$ cat config.mk
export PLATFORM = sky130hd
export DESIGN_NAME = dsht_link_timing
export DESIGN_NICKNAME = d
export VERILOG_FILES = /design/src/dsht_pkg.sv /design/src/dsht_link_timing.sv /design/src/dsht_sync.sv /design/src/dsht_timeout.sv
export VERILOG_INCLUDE_DIRS = /design/src
export SDC_FILE = /design/constraint.sdc
export NUM_CORES = 1
export LEC_CHECK = 0
export ABC_AREA = 1
export BUFFER_PORTS_ARGS = -buffer_cell sky130_fd_sc_hd__buf_2
export CAP_MARGIN = 20
export CORE_MARGIN = 5
export CORE_UTILIZATION = 43
export DETAILED_ROUTE_END_ITERATION = 8
export PLACE_DENSITY = 0.59
export SYNTH_ARGS = -nofsm -noshare
export SYNTH_HDL_FRONTEND = slang
export SYNTH_HIERARCHICAL = 1
export SYNTH_SLANG_ARGS = --single-unit
$ cat constraint.sdc
create_clock -name mclk_in -period 7.4 [get_ports mclk_in]
set_clock_uncertainty 0.05 [all_clocks]
set_input_delay 0.74 -clock mclk_in [delete_from_list [all_inputs] [get_ports mclk_in]]
set_output_delay 0.74 -clock mclk_in [all_outputs]
set_load 0.02 [all_outputs]
$ cat src/dsht_cfg.svh
// Register offsets, field positions, reset values and limits of the link timing block
`ifndef DSHT_CFG_SVH
`define DSHT_CFG_SVH
`define DSHT_A_STAT 16'hb804
`define DSHT_A_IEN 16'hb808
`define DSHT_A_FSET 16'hb80c
`define DSHT_A_HSTO 16'hb810
`define DSHT_A_LPTO 16'hb814
`define DSHT_A_TATO 16'hb818
`define DSHT_A_RSTW 16'hb81c
`define DSHT_A_VSIZE 16'hb820
`define DSHT_A_WMARK 16'hb824
`define DSHT_A_HSW 16'hb828
`define DSHT_A_HBP 16'hb82c
`define DSHT_A_HFP 16'hb830
`define DSHT_A_HACT 16'hb834
`define DSHT_A_VSW 16'hb838
`define DSHT_A_VBP 16'hb83c
`define DSHT_A_VFP 16'hb840
`define DSHT_A_SWT 16'hb844
`define DSHT_A_SPCTL 16'hb848
`define DSHT_A_CMDB 16'hb84c
`define DSHT_FSET_RST 16'h0001
`define DSHT_FSET_MASK 16'he7ff
`define DSHT_STAT_MASK 32'h40e0_2dff
`define DSHT_ST_FIX 13
`define DSHT_ST_HSTO 21
`define DSHT_ST_LPTO 22
`define DSHT_ST_TATO 23
`define DSHT_ST_PKT 30
`define DSHT_SP_LPSEL 6
`define DSHT_SP_RST 7
`define DSHT_KIND_BLON 3'h4
`define DSHT_KIND_BLOFF 3'h5
`define DSHT_FIFO_DEPTH 8'h40
`define DSHT_WM_SEVEN 8'h07
`endif

$ cat src/dsht_pkg.sv
// Types shared by the link timing block
package dsht_pkg;
	typedef enum logic [3:0] {
		H_SYNC = 4'b0001,
		H_BP = 4'b0010,
		H_ACT = 4'b0100,
		H_FP = 4'b1000
	} dsht_hph_t;
	typedef enum logic [3:0] {
		V_SYNC = 4'b0001,
		V_BP = 4'b0010,
		V_ACT = 4'b0100,
		V_FP = 4'b1000
	} dsht_vph_t;
	typedef enum logic [3:0] {
		LK_LP = 4'b0001,
		LK_UP = 4'b0010,
		LK_HS = 4'b0100,
		LK_DN = 4'b1000
	} dsht_lane_t;
endpackage : dsht_pkg

$ cat src/dsht_link_timing.sv
// Register file, timeouts, video timing and special packets of the display link port
// Functional notes
// - Acknowledge error interrupts gated by enable bits (the status mask drops bit 9, so that error never sets or interrupts)
// - Local single-bit fix interrupt needs bit 13
// - Command width field bits 15:13 encodings
// - Video pixel format field bits 10:7
// - Command packets use channel bits 6:5
// - Video packets use channel bits 4:3
// - Drive lane count from bits 2:0
// - High-speed timeout ends with EOT, stop
// - Low-power receive timeout enters stop state
// - Turnaround timeout enters stop state
// - Reset wait counts, then normal operation
// - Active size: lines high, pixels low (low half is not used; HACT sets active pixels)
// - Command stall released at selected watermark
// - Horizontal phases counted in byte clocks
// - Vertical phases counted in lines
// - Mode switch waits programmed byte clocks
// - Control bit 6 picks packet speed
// - Bit 5 sends backlight-off packet
// - High-speed timeout sets status bit 21
// - Bits 4..0 send their short packets
`timescale 1ns/1ps
`include "dsht_cfg.svh"
module dsht_link_timing (
	input wire logic mclk_in,
	input wire logic rst_b_in,
	input wire logic [15:0] addr_in,
	input wire logic [31:0] wdata_in,
	input wire logic wr_in,
	input wire logic rd_in,
	output logic [31:0] rdata_out,
	input wire logic byte_clk_in,
	input wire logic lp_rx_busy_in,
	input wire logic bta_wait_in,
	input wire logic [11:0] ack_err_in,
	input wire logic fix_err_in,
	input wire logic hs_req_in,
	input wire logic video_en_in,
	input wire logic [7:0] cmd_fifo_free_in,
	input wire logic pkt_ack_in,
	output logic irq_out,
	output logic [2:0] lane_count_out,
	output logic [1:0] cmd_vc_out,
	output logic [1:0] video_vc_out,
	output logic [2:0] cmd_width_out,
	output logic [3:0] pix_fmt_out,
	output logic cmd_stall_out,
	output logic lanes_hs_out,
	output logic eot_out,
	output logic stop_out,
	output logic periph_reset_out,
	output logic hsync_out,
	output logic vsync_out,
	output logic de_out,
	output logic pkt_req_out,
	output logic [2:0] pkt_kind_out,
	output logic [1:0] pkt_vc_out,
	output logic pkt_lp_out,
	output logic [5:0] pkt_cmd_out
);
	import dsht_pkg::*;

	typedef struct packed {
		logic [15:0] fset;
		logic [23:0] hs_to;
		logic [23:0] lp_to;
		logic [5:0] ta_to;
		logic [15:0] rst_w;
		logic [31:0] vsize;
		logic [1:0] wmark;
		logic [15:0] hsw;
		logic [15:0] hbp;
		logic [15:0] hfp;
		logic [15:0] hact;
		logic [15:0] vsw;
		logic [15:0] vbp;
		logic [15:0] vfp;
		logic [15:0] swt;
		logic [7:0] spctl;
		logic [5:0] cmdb;
		logic [31:0] ien;
		logic [31:0] stat;
		logic [31:0] rdata;
		logic irq;
		dsht_hph_t hph;
		dsht_vph_t vph;
		logic [15:0] hcnt;
		logic [15:0] vcnt;
		logic hsync;
		logic vsync;
		logic de;
		dsht_lane_t lane;
		logic [15:0] swcnt;
		logic eot;
		logic stop;
		logic stall;
		logic pkt_req;
		logic [2:0] pkt_kind;
		logic [5:0] pkt_cmd;
	} dsht_st_t;

	dsht_st_t s;
	dsht_st_t next_s;
	logic [2:0] pin_lvl;
	logic [2:0] pin_rise;
	logic hs_exp;
	logic lp_exp;
	logic ta_exp;
	logic rw_exp;
	logic hs_start;

	// Byte clock is sampled, not used as a clock
	dsht_sync u_sync (
		.mclk_in(mclk_in),
		.rst_b_in(rst_b_in),
		.pin_in({bta_wait_in, lp_rx_busy_in, byte_clk_in}),
		.level_out(pin_lvl),
		.rise_out(pin_rise)
	);

	wire logic tick = pin_rise[0];
	assign hs_start = (s.lane == LK_UP) && (next_s.lane == LK_HS);

	dsht_timeout u_hs_to (
		.mclk_in(mclk_in),
		.rst_b_in(rst_b_in),
		.tick_in(tick),
		.start_in(hs_start),
		.run_in(s.lane == LK_HS),
		.limit_in(s.hs_to),
		.expired_out(hs_exp)
	);

	dsht_timeout u_lp_to (
		.mclk_in(mclk_in),
		.rst_b_in(rst_b_in),
		.tick_in(tick),
		.start_in(pin_rise[1]),
		.run_in(pin_lvl[1]),
		.limit_in(s.lp_to),
		.expired_out(lp_exp)
	);

	dsht_timeout u_ta_to (
		.mclk_in(mclk_in),
		.rst_b_in(rst_b_in),
		.tick_in(tick),
		.start_in(pin_rise[2]),
		.run_in(pin_lvl[2]),
		.limit_in({18'h0_0000, s.ta_to}),
		.expired_out(ta_exp)
	);

	dsht_timeout u_rw_to (
		.mclk_in(mclk_in),
		.rst_b_in(rst_b_in),
		.tick_in(tick),
		.start_in(wr_in && addr_in == `DSHT_A_SPCTL && wdata_in[`DSHT_SP_RST]),
		.run_in(s.spctl[`DSHT_SP_RST]),
		.limit_in({8'h00, s.rst_w}),
		.expired_out(rw_exp)
	);

	// Length of each horizontal phase in byte ticks
	function automatic logic [15:0] hlen(input dsht_hph_t p, input dsht_st_t r);
		unique case (p)
			H_SYNC: hlen = r.hsw;
			H_BP: hlen = r.hbp;
			H_ACT: hlen = r.hact;
			H_FP: hlen = r.hfp;
		endcase
	endfunction : hlen

	// Length of each vertical phase in lines
	function automatic logic [15:0] vlen(input dsht_vph_t p, input dsht_st_t r);
		unique case (p)
			V_SYNC: vlen = r.vsw;
			V_BP: vlen = r.vbp;
			V_ACT: vlen = r.vsize[31:16];
			V_FP: vlen = r.vfp;
		endcase
	endfunction : vlen

	// Free entries that release the command stall
	function automatic logic [7:0] wm_level(input logic [1:0] sel);
		unique case (sel)
			2'b00: wm_level = `DSHT_FIFO_DEPTH >> 1;
			2'b01: wm_level = `DSHT_FIFO_DEPTH >> 2;
			2'b10: wm_level = `DSHT_WM_SEVEN;
			// Reserved code kept safe at half empty
			2'b11: wm_level = `DSHT_FIFO_DEPTH >> 1;
		endcase
	endfunction : wm_level

	logic [31:0] st_set;
	logic [31:0] st_clr;
	logic [31:0] rd_mux;
	logic line_end;
	always_comb begin
		next_s = s;
		st_set = 32'h0000_0000;
		st_clr = 32'h0000_0000;
		rd_mux = 32'h0000_0000;
		line_end = 1'b0;
		next_s.eot = 1'b0;
		next_s.stop = 1'b0;

		// Register writes
		if (wr_in) begin
			unique case (addr_in)
				`DSHT_A_STAT: st_clr = wdata_in;
				`DSHT_A_IEN: next_s.ien = wdata_in & `DSHT_STAT_MASK;
				`DSHT_A_FSET: next_s.fset = wdata_in[15:0] & `DSHT_FSET_MASK;
				`DSHT_A_HSTO: next_s.hs_to = wdata_in[23:0];
				`DSHT_A_LPTO: next_s.lp_to = wdata_in[23:0];
				`DSHT_A_TATO: next_s.ta_to = wdata_in[5:0];
				`DSHT_A_RSTW: next_s.rst_w = wdata_in[15:0];
				`DSHT_A_VSIZE: next_s.vsize = wdata_in;
				`DSHT_A_WMARK: next_s.wmark = wdata_in[1:0];
				`DSHT_A_HSW: next_s.hsw = wdata_in[15:0];
				`DSHT_A_HBP: next_s.hbp = wdata_in[15:0];
				`DSHT_A_HFP: next_s.hfp = wdata_in[15:0];
				`DSHT_A_HACT: next_s.hact = wdata_in[15:0];
				`DSHT_A_VSW: next_s.vsw = wdata_in[15:0];
				`DSHT_A_VBP: next_s.vbp = wdata_in[15:0];
				`DSHT_A_VFP: next_s.vfp = wdata_in[15:0];
				`DSHT_A_SWT: next_s.swt = wdata_in[15:0];
				`DSHT_A_SPCTL: begin
					// Trigger bits only accumulate; hardware clears them when sent
					next_s.spctl[5:0] = s.spctl[5:0] | wdata_in[5:0];
					next_s.spctl[`DSHT_SP_LPSEL] = wdata_in[`DSHT_SP_LPSEL];
					next_s.spctl[`DSHT_SP_RST] = s.spctl[`DSHT_SP_RST] | wdata_in[`DSHT_SP_RST];
				end
				`DSHT_A_CMDB: next_s.cmdb = wdata_in[5:0];
				default: ;
			endcase
		end

		// Read data stands one cycle after the strobe only
		unique case (addr_in)
			`DSHT_A_STAT: rd_mux = s.stat;
			`DSHT_A_IEN: rd_mux = s.ien;
			`DSHT_A_FSET: rd_mux = {16'h0000, s.fset};
			`DSHT_A_HSTO: rd_mux = {8'h00, s.hs_to};
			`DSHT_A_LPTO: rd_mux = {8'h00, s.lp_to};
			`DSHT_A_TATO: rd_mux = {26'h000_0000, s.ta_to};
			`DSHT_A_RSTW: rd_mux = {16'h0000, s.rst_w};
			`DSHT_A_VSIZE: rd_mux = s.vsize;
			`DSHT_A_WMARK: rd_mux = {30'h0000_0000, s.wmark};
			`DSHT_A_HSW: rd_mux = {16'h0000, s.hsw};
			`DSHT_A_HBP: rd_mux = {16'h0000, s.hbp};
			`DSHT_A_HFP: rd_mux = {16'h0000, s.hfp};
			`DSHT_A_HACT: rd_mux = {16'h0000, s.hact};
			`DSHT_A_VSW: rd_mux = {16'h0000, s.vsw};
			`DSHT_A_VBP: rd_mux = {16'h0000, s.vbp};
			`DSHT_A_VFP: rd_mux = {16'h0000, s.vfp};
			`DSHT_A_SWT: rd_mux = {16'h0000, s.swt};
			`DSHT_A_SPCTL: rd_mux = {24'h00_0000, s.spctl};
			`DSHT_A_CMDB: rd_mux = {26'h000_0000, s.cmdb};
			default: rd_mux = 32'h0000_0000;
		endcase
		next_s.rdata = rd_in ? rd_mux : 32'h0000_0000;

		// Lane mode sequencing with switch time
		unique case (s.lane)
			LK_LP: begin
				if (hs_req_in) begin
					next_s.lane = LK_UP;
					next_s.swcnt = 16'h0000;
				end
			end
			LK_UP: begin
				if (tick) begin
					if (s.swcnt >= s.swt) begin
						next_s.lane = LK_HS;
					end else begin
						next_s.swcnt = s.swcnt + 16'h0001;
					end
				end
			end
			LK_HS: begin
				if (hs_exp) begin
					next_s.eot = 1'b1;
					next_s.lane = LK_DN;
					next_s.swcnt = 16'h0000;
				end else if (!hs_req_in) begin
					next_s.lane = LK_DN;
					next_s.swcnt = 16'h0000;
				end
			end
			LK_DN: begin
				if (tick) begin
					if (s.swcnt >= s.swt) begin
						next_s.lane = LK_LP;
					end else begin
						next_s.swcnt = s.swcnt + 16'h0001;
					end
				end
			end
		endcase
		next_s.stop = hs_exp | lp_exp | ta_exp;

		// Peripheral reset wait ends on expiry; a fresh start in that cycle wins
		if (rw_exp && !(wr_in && addr_in == `DSHT_A_SPCTL && wdata_in[`DSHT_SP_RST])) begin
			next_s.spctl[`DSHT_SP_RST] = 1'b0;
		end

		// Video timing on byte ticks
		if (!video_en_in) begin
			next_s.hph = H_SYNC;
			next_s.vph = V_SYNC;
			next_s.hcnt = 16'h0000;
			next_s.vcnt = 16'h0000;
		end else if (tick) begin
			if (s.hcnt + 16'h0001 >= hlen(s.hph, s)) begin
				next_s.hcnt = 16'h0000;
				unique case (s.hph)
					H_SYNC: next_s.hph = H_BP;
					H_BP: next_s.hph = H_ACT;
					H_ACT: next_s.hph = H_FP;
					H_FP: begin
						next_s.hph = H_SYNC;
						line_end = 1'b1;
					end
				endcase
			end else begin
				next_s.hcnt = s.hcnt + 16'h0001;
			end
		end
		if (line_end) begin
			if (s.vcnt + 16'h0001 >= vlen(s.vph, s)) begin
				next_s.vcnt = 16'h0000;
				unique case (s.vph)
					V_SYNC: next_s.vph = V_BP;
					V_BP: next_s.vph = V_ACT;
					V_ACT: next_s.vph = V_FP;
					V_FP: next_s.vph = V_SYNC;
				endcase
			end else begin
				next_s.vcnt = s.vcnt + 16'h0001;
			end
		end
		next_s.hsync = video_en_in && next_s.hph == H_SYNC;
		next_s.vsync = video_en_in && next_s.vph == V_SYNC;
		next_s.de = video_en_in && next_s.hph == H_ACT && next_s.vph == V_ACT;

		// Special short packets, lowest pending bit first
		if (s.pkt_req) begin
			if (pkt_ack_in) begin
				next_s.pkt_req = 1'b0;
				next_s.spctl[s.pkt_kind] = 1'b0;
				st_set[`DSHT_ST_PKT] = 1'b1;
			end
		end else begin
			for (int k = 5; k >= 0; k--) begin
				if (s.spctl[k]) begin
					next_s.pkt_req = 1'b1;
					next_s.pkt_kind = 3'(k);
				end
			end
			// Command byte was loaded beforehand by software
			next_s.pkt_cmd = (next_s.pkt_kind == `DSHT_KIND_BLON ||
				next_s.pkt_kind == `DSHT_KIND_BLOFF) ? s.cmdb : 6'h00;
		end

		next_s.stall = cmd_fifo_free_in < wm_level(s.wmark);

		// Sticky status; a set in the clearing cycle wins
		st_set[11:0] = ack_err_in;
		st_set[`DSHT_ST_FIX] = fix_err_in;
		st_set[`DSHT_ST_HSTO] = hs_exp;
		st_set[`DSHT_ST_LPTO] = lp_exp;
		st_set[`DSHT_ST_TATO] = ta_exp;
		next_s.stat = ((s.stat & ~st_clr) | st_set) & `DSHT_STAT_MASK;
		next_s.irq = |(s.stat & s.ien);
	end

	always_ff @(posedge mclk_in or negedge rst_b_in) begin
		if (!rst_b_in) begin
			s <= '0;
			s.fset <= `DSHT_FSET_RST;
			s.hph <= H_SYNC;
			s.vph <= V_SYNC;
			s.lane <= LK_LP;
		end else begin
			s <= next_s;
		end
	end

	assign rdata_out = s.rdata;
	assign irq_out = s.irq;
	assign lane_count_out = s.fset[2:0];
	assign cmd_vc_out = s.fset[6:5];
	assign video_vc_out = s.fset[4:3];
	assign cmd_width_out = s.fset[15:13];
	assign pix_fmt_out = s.fset[10:7];
	assign cmd_stall_out = s.stall;
	// One-hot code bit keeps this output straight from a flop
	assign lanes_hs_out = s.lane[2];
	assign eot_out = s.eot;
	assign stop_out = s.stop;
	assign periph_reset_out = s.spctl[`DSHT_SP_RST];
	assign hsync_out = s.hsync;
	assign vsync_out = s.vsync;
	assign de_out = s.de;
	assign pkt_req_out = s.pkt_req;
	assign pkt_kind_out = s.pkt_kind;
	assign pkt_vc_out = s.fset[4:3];
	assign pkt_lp_out = s.spctl[`DSHT_SP_LPSEL];
	assign pkt_cmd_out = s.pkt_cmd;
endmodule : dsht_link_timing

$ cat src/dsht_sync.sv
// Two-flop synchroniser with rising-edge pulse for link pins
`timescale 1ns/1ps
module dsht_sync (
	input wire logic mclk_in,
	input wire logic rst_b_in,
	input wire logic [2:0] pin_in,
	output logic [2:0] level_out,
	output logic [2:0] rise_out
);
	typedef struct packed {
		logic [2:0] meta;
		logic [2:0] sync;
		logic [2:0] prev;
	} dsht_sync_st_t;
	dsht_sync_st_t s;
	dsht_sync_st_t next_s;
	// Meta stage feeds only the second stage
	always_comb begin
		next_s.meta = pin_in;
		next_s.sync = s.meta;
		// Edge found one stage later so the meta flop has one reader
		next_s.prev = s.sync;
	end
	always_ff @(posedge mclk_in or negedge rst_b_in) begin
		if (!rst_b_in) begin
			s <= '0;
		end else begin
			s <= next_s;
		end
	end
	assign level_out = s.sync;
	assign rise_out = s.sync & ~s.prev;
endmodule : dsht_sync

$ cat src/dsht_timeout.sv
// Supervision timer counting link byte ticks against a programmed limit
`timescale 1ns/1ps
module dsht_timeout (
	input wire logic mclk_in,
	input wire logic rst_b_in,
	input wire logic tick_in,
	input wire logic start_in,
	input wire logic run_in,
	input wire logic [23:0] limit_in,
	output logic expired_out
);
	typedef struct packed {
		logic [23:0] cnt;
		logic done;
		logic expired;
	} dsht_to_st_t;
	dsht_to_st_t s;
	dsht_to_st_t next_s;
	always_comb begin
		next_s = s;
		next_s.expired = 1'b0;
		if (start_in) begin
			next_s.cnt = 24'h00_0000;
			next_s.done = 1'b0;
		end else if (run_in && tick_in && !s.done) begin
			if (s.cnt >= limit_in) begin
				next_s.expired = 1'b1;
				next_s.done = 1'b1;
			end else begin
				next_s.cnt = s.cnt + 24'h00_0001;
			end
		end
	end
	always_ff @(posedge mclk_in or negedge rst_b_in) begin
		if (!rst_b_in) begin
			s <= '0;
		end else begin
			s <= next_s;
		end
	end
	assign expired_out = s.expired;
endmodule : dsht_timeout

# Yosys cells after proc, flatten, opt, wreduce, memory -nomap -nowiden
# Index checks and enable logic that the tools add are counted.
word_totals:
  inputBits: 79
  register_bits: 514
  out_inout_bits: 68
op_classes:
  addsub: 7
  reduce_logical: 60
  mux: 80
  bitwise: 12
  order_cmp: 10
  n_eq_ne: 51
op_table:
  columns: ["cell", "count"]
  rows:
  - ["32-bit one-hot mux with 19 select lines", 1]
  - ["16-bit == test, second input constant", 19]
  - ["16-bit two-way mux", 10]
  - ["16-bit one-hot mux with 4 select lines", 2]
  - ["26-bit two-way mux", 4]
  - ["20-bit two-way mux", 5]
  - ["25-bit two-way mux", 4]
  - ["24-bit by 1-bit adder with 24-bit output, second input constant", 4]
  - ["24-bit two-way mux", 4]
  - ["31-bit two-way mux", 3]
  - ["20-bit one-hot mux with 4 select lines", 1]
  - ["31-bit AND", 2]
  - ["4-bit two-way mux", 15]
  - ["2-bit AND reduction", 25]
  - ["16-bit by 1-bit adder with 16-bit output, second input constant", 3]
  - ["16-bit >= comparator", 3]
  - ["24-bit >= comparator", 2]
  - ["46-bit two-way mux", 1]
  - ["32-bit two-way mux", 1]
  - ["4-bit one-hot mux with 4 select lines", 2]
  - ["32-bit OR reduction", 1]
  - ["31-bit NOT", 1]
  - ["31-bit OR", 1]
  - ["4-bit by 3-bit == test with 1-bit output, second input constant", 6]
  - ["33 further kinds", 100]

# Logic depth before layout (Yosys ltp)
# Gate-level depths: netlist (run 1).
logic_depth:
  depth_word: 14
  depth_mapped: 25
  depth_no_buf: 24

# Modules after synthesis
# The synthesis (run 1) kept the hierarchy.
modules_own_cells:
  columns: ["module", "cells_each", "instances", "area_per_inst_um2"]
  rows:
  - ["dsht_link_timing", 2581, 1, 20619.8]
  - ["dsht_timeout (u_hs_to)", 404, 1, 2626.3]
  - ["dsht_timeout (u_lp_to)", 395, 1, 2610.0]
  - ["dsht_timeout (u_ta_to)", 386, 1, 2552.4]
  - ["dsht_timeout (u_rw_to)", 392, 1, 2544.9]
  - ["dsht_sync", 18, 1, 277.8]

# Worst setup path after synthesis (run 1)
# Ideal clock, no wire load.
synth_timing:
  path_type: "reg2reg"
  from: "reg, netlist name s[71]"
  to: "reg, netlist name s[49]"
  arrival_ns: 2.930
  stages_incl_launch_ff: 14
  path_slack_ns: 4.337
  path_cell_list: "dfrtp_1 nor4_2 nor3_2 clkbuf_1 a221oi_1 ha_1 a21oi_1 o21ai_0 nor2_1 nand3_1 nor2_1 buf_2 nand2_1 o21ai_0"

==> results_dict.tcl, run 1 <==
set metrics [dict create \
    status "finished clean" \
    rsz0062_at_grt "false" \
    crit_path_end "s[48]" \
    top_layer "met5" \
    total_power_uw 6400 \
    finalMaxSlewViolations 0 \
    cp-startpoint "s[72]" \
    finalHoldViolCount 0 \
    first_pass_iters 9 \
    path_depth 18 \
    std_cell_rows 98 \
    met2WireLength_um 42100 \
    worstPathRequired_ns 7.92 \
    period_share 0.666 \
    vias 27600 \
    max_freq_ghz 0.203 \
    drt_iter0_markers 2735 \
    die_area_um2 78100 \
    setup_tns_ns 0 \
    power_per_cell_area_nw_per_um2 185 \
    reg2reg_slack_ns 2.47 \
    fp.dieW_um 279 \
    clk_path_buf_depth 3 \
    drc 0 \
    critPathLaunchType "register" \
    crit_top_cell "nand2_1" \
    synthCells 4175 \
    wl_per_cell_um 18.9 \
    core_area_um2 71700 \
    io_buffers 145 \
    reg2reg_to "s[48]" \
    vdd_drop_max_v 0.000192 \
    io_pins 147 \
    critPathMaxStageDelay_ns 0.75 \
    reg2regPathDepth 18 \
    cts_tree "yes" \
    critPathTopFamily "simple AND/OR/NAND/NOR gates" \
    tightest_slew_ns 1.09 \
    worstPathMaxFanout 14 \
    arrival_ns 5.45 \
    detailed_place_hpwl_um 72000 \
    gp_congestion 0.993 \
    reg2reg_from "s[72]" \
    die_h_um 279 \
    cts-resized-gates 0 \
    nets 4473 \
    setup_violations 0 \
    grt_pass1_vias 25800 \
    syn-cell-area_um2 31200 \
    synth_area_per_cell_um2 7.48 \
    synthToLayoutAreaGrowth_pct 10.7 \
    postRouteAntennaNets 0 \
    vias_per_cell 5.26 \
    cp-end-kind "register" \
    grt_usage 0.249 \
    yosysWarnings 6 \
    grt_max_degree 159 \
    wl_met1_um 45400 \
    antenna_found_initial 4 \
    crit_type "register to register" \
    cts_sinks 514 \
    clockRootBuffer "clkbuf_16" \
    drv_cap 0 \
    htree_levels 2 \
    p_leak_uw 0.0172 \
    initial_core_util 0.435 \
    timing.final.ws_setup_ns 2.47 \
    drive_gt1_frac 0.102 \
    clk_latency_ns 0.65 \
    detailedPlace.worstSlack_ns 2.58 \
    crit_chain "nor2_1 -> nand3_1 -> nand3_1 -> inv_1 -> a221oi_1 -> ha_1 -> nand2_1 -> inv_1 -> nand2_1 -> nor2_1 -> nor2_1 -> nand2_1 -> nand2_1 -> nand2_1 -> nand4_1 -> nor2_1 -> inv_1 -> o21ai_0" \
    cts-buffers-inserted 60 \
    min_period_ns 4.93 \
    clk_pin_slew_ns 0.06 \
    grt_pass1_wl_um 154000 \
    drt_wl_total_um 98700 \
    slowest_stage "nor2_1" \
    slew_headroom 0.276 \
    hold_path_class "input port to register" \
    grt_remaining_overflow 0 \
    path_buf_inv 3 \
    routed-wl-met3_um 8640 \
]
==> final cells by class <==
class | count | area [um2]
inverters | 542 | 2030
diodes | 2 | 5.00
multi-input cells | 2945 | 15300
flip-flops and latches | 514 | 12900
fillers | 7227 | 37200
clock buffers | 82 | 1690
well taps | 950 | 1190
repair buffers | 174 | 1090
clock inverters | 27 | 408
==> how the worst min path moves through the flow <==
stage | from | end | slack [ns] | cells past startpoint
finish | byte_clk_in | u_sync/next_s[3] | 0.16 | 1
global placement | u_sync/next_s[4] | u_sync/level_out[1] | 0.29 | 0
CTS | byte_clk_in | u_sync/next_s[3] | 0.11 | 1
floorplan | u_sync/next_s[3] | u_sync/level_out[0] | 0.28 | 0
detailed placement | u_sync/next_s[3] | u_sync/level_out[0] | 0.29 | 0
global route | byte_clk_in | u_sync/next_s[3] | 0.12 | 1
==> sequential cells by signal (all words and copies together), names as in the netlist, 4 cells and up <==
register,count
s,335
pkt_cmd_out,6
u_rw_to/s,25
u_hs_to/s,25
u_ta_to/s,25
u_lp_to/s,25
pix_fmt_out,4
rdata_out,32
==> what timing repair did <==
action,4_1_cts,5_1_grt
hold buffers,1,0
hold endpoints to repair,4,0
setup buffers,0,0
==> cell usage in the layout (no fill, tap or decap), types with 16 or more instances in the layout <==
cell / count
o21ai_1: 79
nor2_1: 316
buf_2: 144
nand2_2: 17
conb_1: 26
dfrtp_1: 510
nand4_1: 90
nand3_1: 213
a21oi_1: 77
ha_1: 157
buf_4: 20
nor3_1: 25
clkbuf_16: 60
o21ai_0: 307
o22ai_1: 22
inv_2: 16
inv_1: 521
nor3_2: 21
xnor2_1: 20
nor2_2: 35
nand3_2: 36
a221oi_1: 36
nand2_1: 1297
xor2_1: 67
==> metal layers <==
metal | GRT usage | vias to the layer above
met5 | 0 | -
met4 | 0.0604 | 2
met3 | 0.0536 | 154
met2 | 0.375 | 1028
met1 | 0.369 | 12900
li1 | - | 13500
==> report_power, final <==
part           internal (uW)  switching [uW]
Clock                   1910            1280
Sequential              2830            20.2
Combinational           74.0             282
Total                   4820            1580
==> metrics by stage <==
| step | util | cell area [um2] | std cells | hold WS [ns] |
|---|---|---|---|---|
| 2_1_floorplan | - | 31300 | 4200 | 0.281 |
| 3_3_place_gp | 0.450 | 32300 | 5118 | 0.286 |
| 3_5_place_dp | 0.451 | 32300 | 5119 | 0.286 |
| 4_1_cts | 0.480 | 34400 | 5229 | 0.114 |
| 5_1_grt | 0.482 | 34600 | 5234 | 0.116 |
| 6_report | 0.482 | 34600 | 5236 | 0.156 |
Note: power is estimated with default switching activity, not from simulation.
==> inputs of run 2 (changes only) <==
Clock period 7.4 ns to 4.85 ns, I/O delays scaled along.
==> run 2 against run 1 <==
Net effect:
- register-to-register slack lost 1.3 ns
- cell count up 0.55%
- flip-flop and latch count is the same
- sequential power increased by 53%
- largest cell class unchanged
- highest routed layer unchanged
==> results_dict.tcl, run 2 (same netlist as run 1, synthesis figures left out) <==
set metrics [dict create \
    vias_per_cell 5.25 \
    std_cell_rows 98 \
    setup_tns_ns 0 \
    timing.final.ws_setup_ns 1.18 \
    initial_core_util 0.435 \
    vias 27700 \
    first_pass_iters 5 \
    tightest_slew_ns 1.14 \
    top_register "s" \
    core_area_um2 71700 \
    rsz0062_at_grt "false" \
    grt_pass1_vias 25800 \
    nets 4500 \
    crit_type "register to register" \
    placed_cells 5137 \
    clockRootBuffer "clkbuf_16" \
    cts_tree "yes" \
    antenna_found_initial 4 \
    grt_usage 0.250 \
    drv_cap 0 \
    critPathLaunchType "register" \
    cts-buffers-inserted 59 \
    finalMaxSlewViolations 0 \
    p_leak_uw 0.0172 \
    finalHoldViolCount 0 \
    gp_congestion 0.980 \
    max_freq_ghz 0.272 \
    clk_pin_slew_ns 0.06 \
    die_h_um 279 \
    wl_per_cell_um 18.9 \
    post_cts_buffers 0 \
    synthToLayoutAreaGrowth_pct 11.0 \
    ctsHoldBuffers 14 \
    drt_iter0_markers 2679 \
    clk_path_buf_depth 3 \
    cts_sinks 514 \
    io_pins 147 \
    grt_pass1_wl_um 154000 \
    worstPathRequired_ns 5.34 \
    grt_max_degree 106 \
    finalNonFillerCells 5265 \
    clk_latency_ns 0.63 \
    cts-resized-gates 0 \
    io_buffers 145 \
    final_util 0.483 \
    vdd_drop_max_v 0.000266 \
    min_period_ns 3.67 \
    htree_levels 2 \
    power_per_cell_area_nw_per_um2 276 \
    largest_reg_flops 335 \
    drive_gt1_frac 0.104 \
    holdPathStages 3 \
    grt_remaining_overflow 0 \
    detailedPlace.worstSlack_ns 1.18 \
    cp-end-kind "register" \
    postRouteAntennaNets 0 \
    worstPathMaxFanout 13 \
    die_area_um2 78100 \
    drt_wl_total_um 99400 \
    status "finished clean" \
    final_common_cell "nand2_1" \
    slew_headroom 0.237 \
    hold_path_class "input port to register" \
    period_share 0.757 \
    setup_violations 0 \
    arrival_ns 4.17 \
    fp.dieW_um 279 \
    reg2regPathDepth 20 \
    final_cell_mix "nand2_1, inv_1, dfrtp_1" \
    drc 0 \
    detailed_place_hpwl_um 73300 \
]
[run 2: power breakdown]
group	leakage, uW	internal (uW)	switching, uW	total (uW)
combinational	0.00919	134	439	573
sequential	0.00704	4320	33.0	4350
clock	0.000962	2730	1930	4650
[run 2: path summary, 6_finish.rpt]
path | startpoint | endpoint | slack (ns)
setup / recovery | s[72] | s[36] | 1.18
min in group asynchronous | rst_b_in | u_sync/next_s[5] | 0.43
hold / removal | ack_err_in[6] | s[115] | 0.03
hold reg to reg | u_sync/next_s[3] | u_sync/level_out[0] | 0.30
max in group asynchronous | rst_b_in | s[66] | 3.23
setup reg to reg | s[72] | s[36] | 1.18
[run 2: cell type report]
type,instances,area [um2]
clock inverters,24,288
clock buffers,87,1720
fillers,7244,37100
diodes,1,2.50
flip-flops and latches,514,12900
repair buffers,202,1280
inverters,542,2030
multi-input cells,2945,15300
well taps,950,1190
[run 2: critical path: stages, from the launching register on]
cell and delay [ns]:
dfstp_2 0.54, nor2_1 0.05, nand3_1 0.06, buf_4 0.21, inv_1 0.17, a22o_1 0.24
a221oi_1 0.45, ha_1 0.20, nand2_1 0.05, inv_1 0.06, nand2_1 0.06, nor2_1 0.10
nor2_1 0.04, nand2_1 0.08, nand2_1 0.06, nand2_1 0.23, nand4_1 0.27, nor2_1 0.16
buf_4 0.21, inv_1 0.13, o21ai_0 0.16
[run 2: routing by layer]
metal / track usage / share of wire / vias up
met3: 0.0380 / 0.079 / 150
met1: 0.378 / 0.47 / 13000
met5: 0 / 0.00013 / -
met4: 0.0763 / 0.034 / 2
li1: - / - / 13500
met2: 0.371 / 0.42 / 960
[run 2: stage by stage]
step,instance area (um2),total power (uW),hold slack [ns]
6_report,34700,9580,0.0298
2_1_floorplan,31300,4700,0.139
5_1_grt,34700,9920,0.0197
3_5_place_dp,32500,4990,0.285
4_1_cts,34600,9660,0.00147
3_3_place_gp,32500,4990,0.287
==> inputs of run 3 (changes only) <==
Settings changed: ABC_AREA 1 to 0.
Clock period 4.85 ns to 3.7 ns, I/O delays scaled along.
==> run 3 against run 2 <==
Net effect:
- final area down 1.4%
- global-route usage increased by 0.67 points
- area after synthesis fell by 5.3%
- sequential share of layout area rose by 0.54 points
- via count fell by 12%
- count of clock-buffer cells in the layout fell by 4
==> results_dict.tcl, run 3 <==
set metrics [dict create \
    tightest_slew_ns 0.912 \
    slew_headroom 0.392 \
    drt_wl_total_um 98100 \
    clk_latency_ns 0.64 \
    min_period_ns 3.60 \
    vdd_drop_max_v 0.000296 \
    finalNonFillerCells 3900 \
    io_pins 147 \
    vias 24300 \
    gp_congestion 0.967 \
    cts-buffers-inserted 60 \
    fillCellCount 6203 \
    drc 0 \
    seqPwrFrac 0.449 \
    initial_core_util 0.432 \
    detailed_place_hpwl_um 71900 \
    grt_remaining_overflow 0 \
    period_share 0.973 \
    clock_power_share 0.484 \
    nets 3206 \
    final_util 0.499 \
    drive_gt1_frac 0.252 \
    vias_per_cell 6.23 \
    grt_max_degree 100 \
    worstPathMaxFanout 10 \
    arrival_ns 4.09 \
    clockRootBuffer "clkbuf_16" \
    area.sequential_um2 12900 \
    p_leak_uw 0.0155 \
    io_buffers 145 \
    final_common_cell "dfrtp_1" \
    yosysWarnings 6 \
    slowest_stage "dfrtp_2" \
    hold_path_class "input port to register" \
    wl_per_cell_um 25.2 \
    crit_path_end "s[45]" \
    largest_reg_flops 335 \
    crit_top_cell "buf_4" \
    power_frac_comb 0.068 \
    cts_sinks 514 \
    antenna_found_initial 1 \
    finalHoldViolCount 0 \
    final_cell_mix "dfrtp_1, mux2_2, a21oi_1" \
    rsz0062_at_grt "true" \
    internal-power_uw 9670 \
    grt_pass1_vias 24000 \
    finalMaxSlewViolations 0 \
    first_pass_iters 9 \
    crit_chain "nor4b_4 -> buf_4 -> buf_4 -> nor3_4 -> buf_4 -> buf_6 -> a21boi_1 -> ha_1 -> o21ai_1 -> a21oi_2 -> a211oi_4 -> o31ai_4 -> buf_12 -> nand2_4 -> buf_4 -> or3b_1 -> a21oi_1" \
    worstPathRequired_ns 4.18 \
    synth_area_per_cell_um2 10.6 \
    critPathLaunchType "register" \
    std_cell_rows 96 \
    cts_tree "yes" \
    crit_type "register to register" \
    drv_cap 0 \
    reg2regPathDepth 17 \
    power_per_cell_area_nw_per_um2 375 \
    path_buf_inv 6 \
    critPathTopFamily "compound AO/OA/AOI/OAI gates" \
    detailedPlace.worstSlack_ns -0.0268 \
    timing.final.ws_setup_ns 0.0989 \
    top_register "s" \
    die_h_um 272 \
    grt_usage 0.257 \
    clk_pin_slew_ns 0.06 \
    p_sw_uw 3160 \
    multiInputGateArea_um2 15300 \
    reg2reg_slack_ns 0.1 \
    critPathMaxStageDelay_ns 0.48 \
    synthCells 2785 \
    synthToLayoutAreaGrowth_pct 15.5 \
    fp.dieW_um 272 \
    cp-end-kind "register" \
    reg2reg_to "s[45]" \
    max_freq_ghz 0.278 \
    setup_tns_ns 0 \
    die_area_um2 74100 \
    postRouteAntennaNets 0 \
    htree_levels 2 \
    grt_pass1_wl_um 148000 \
    sw_frac_of_total 0.246 \
    placed_cells 3744 \
    reg2reg_from "s[75]" \
    cp-startpoint "s[75]" \
    syn-cell-area_um2 29600 \
    clk_path_buf_depth 3 \
    core_area_um2 68500 \
    status "finished clean" \
    path_depth 17 \
    setup_violations 0 \
    drt_iter0_markers 2819 \
]
[run 3: worst register-to-register path, delay by kind of cell (launching register included)]
family / cells / cell delay, ns
buffers and inverters: 6 / 0.98
adder cells (fa/ha/maj): 1 / 0.23
AO/OA/AOI/OAI: 6 / 1.05
AND/OR/NAND/NOR: 4 / 0.74
flip-flops: 1 / 0.48
[run 3: layout make-up]
type                       count  share of cell area
sequential                   514               0.377
inverter                     145              0.0159
clock inverter                26             0.00879
multi-input combinational   1937               0.448
tap                          882              0.0323
timing repair buffer         312              0.0667
clock buffer                  83              0.0515
antenna                        1           0.0000732
[run 3: repair_timing]
| action | in CTS | in global routing |
|---|---|---|
| resized for setup | 5 | 73 |
| pin swaps | 2 | 23 |
| endpoints found under the setup margin | 8 | 37 |
| gates cloned | 0 | 2 |
| endpoints found under the hold margin | 134 | 0 |
| hold buffers | 33 | 0 |
| buffers inserted | 2 | 7 |
[run 3: worst min path at each step]
stage / startpoint / endpoint / cells past startpoint
finish: wdata_in[30] / s[347] / 2
detailed placement: u_sync/next_s[4] / u_sync/level_out[1] / 0
floorplan: rst_b_in / cmd_stall_out / 0
CTS: wdata_in[30] / s[347] / 2
global route: wdata_in[23] / s[164] / 2
global placement: u_sync/next_s[4] / u_sync/level_out[1] / 0
[run 3: power by group through the flow]
stage | sequential [uW] | clock, uW | combinational (uW)
floorplan | 5820 | 0 | 438
global placement | 5850 | 0 | 797
detailed placement | 5850 | 0 | 816
CTS | 5750 | 6310 | 849
global route | 5760 | 6550 | 955
finish | 5750 | 6200 | 869
[run 3: stage by stage]
stage	total power, uW	cell area [um2]	hold WS (ns)
2_1_floorplan	6260	29700	0.0244
3_3_place_gp	6650	31400	0.282
3_5_place_dp	6670	31400	0.287
4_1_cts	12900	33800	0.000576
5_1_grt	13300	34200	0.00737
6_report	12800	34200	0.0122
[run 3: per-layer routing]
layer	vias to the layer above	GRT usage	wire length (um)
met5	-	0	0
met1	12400	0.351	41400
met2	957	0.414	45300
li1	10700	-	-
met4	0	0.0943	4410
met3	194	0.0414	7020
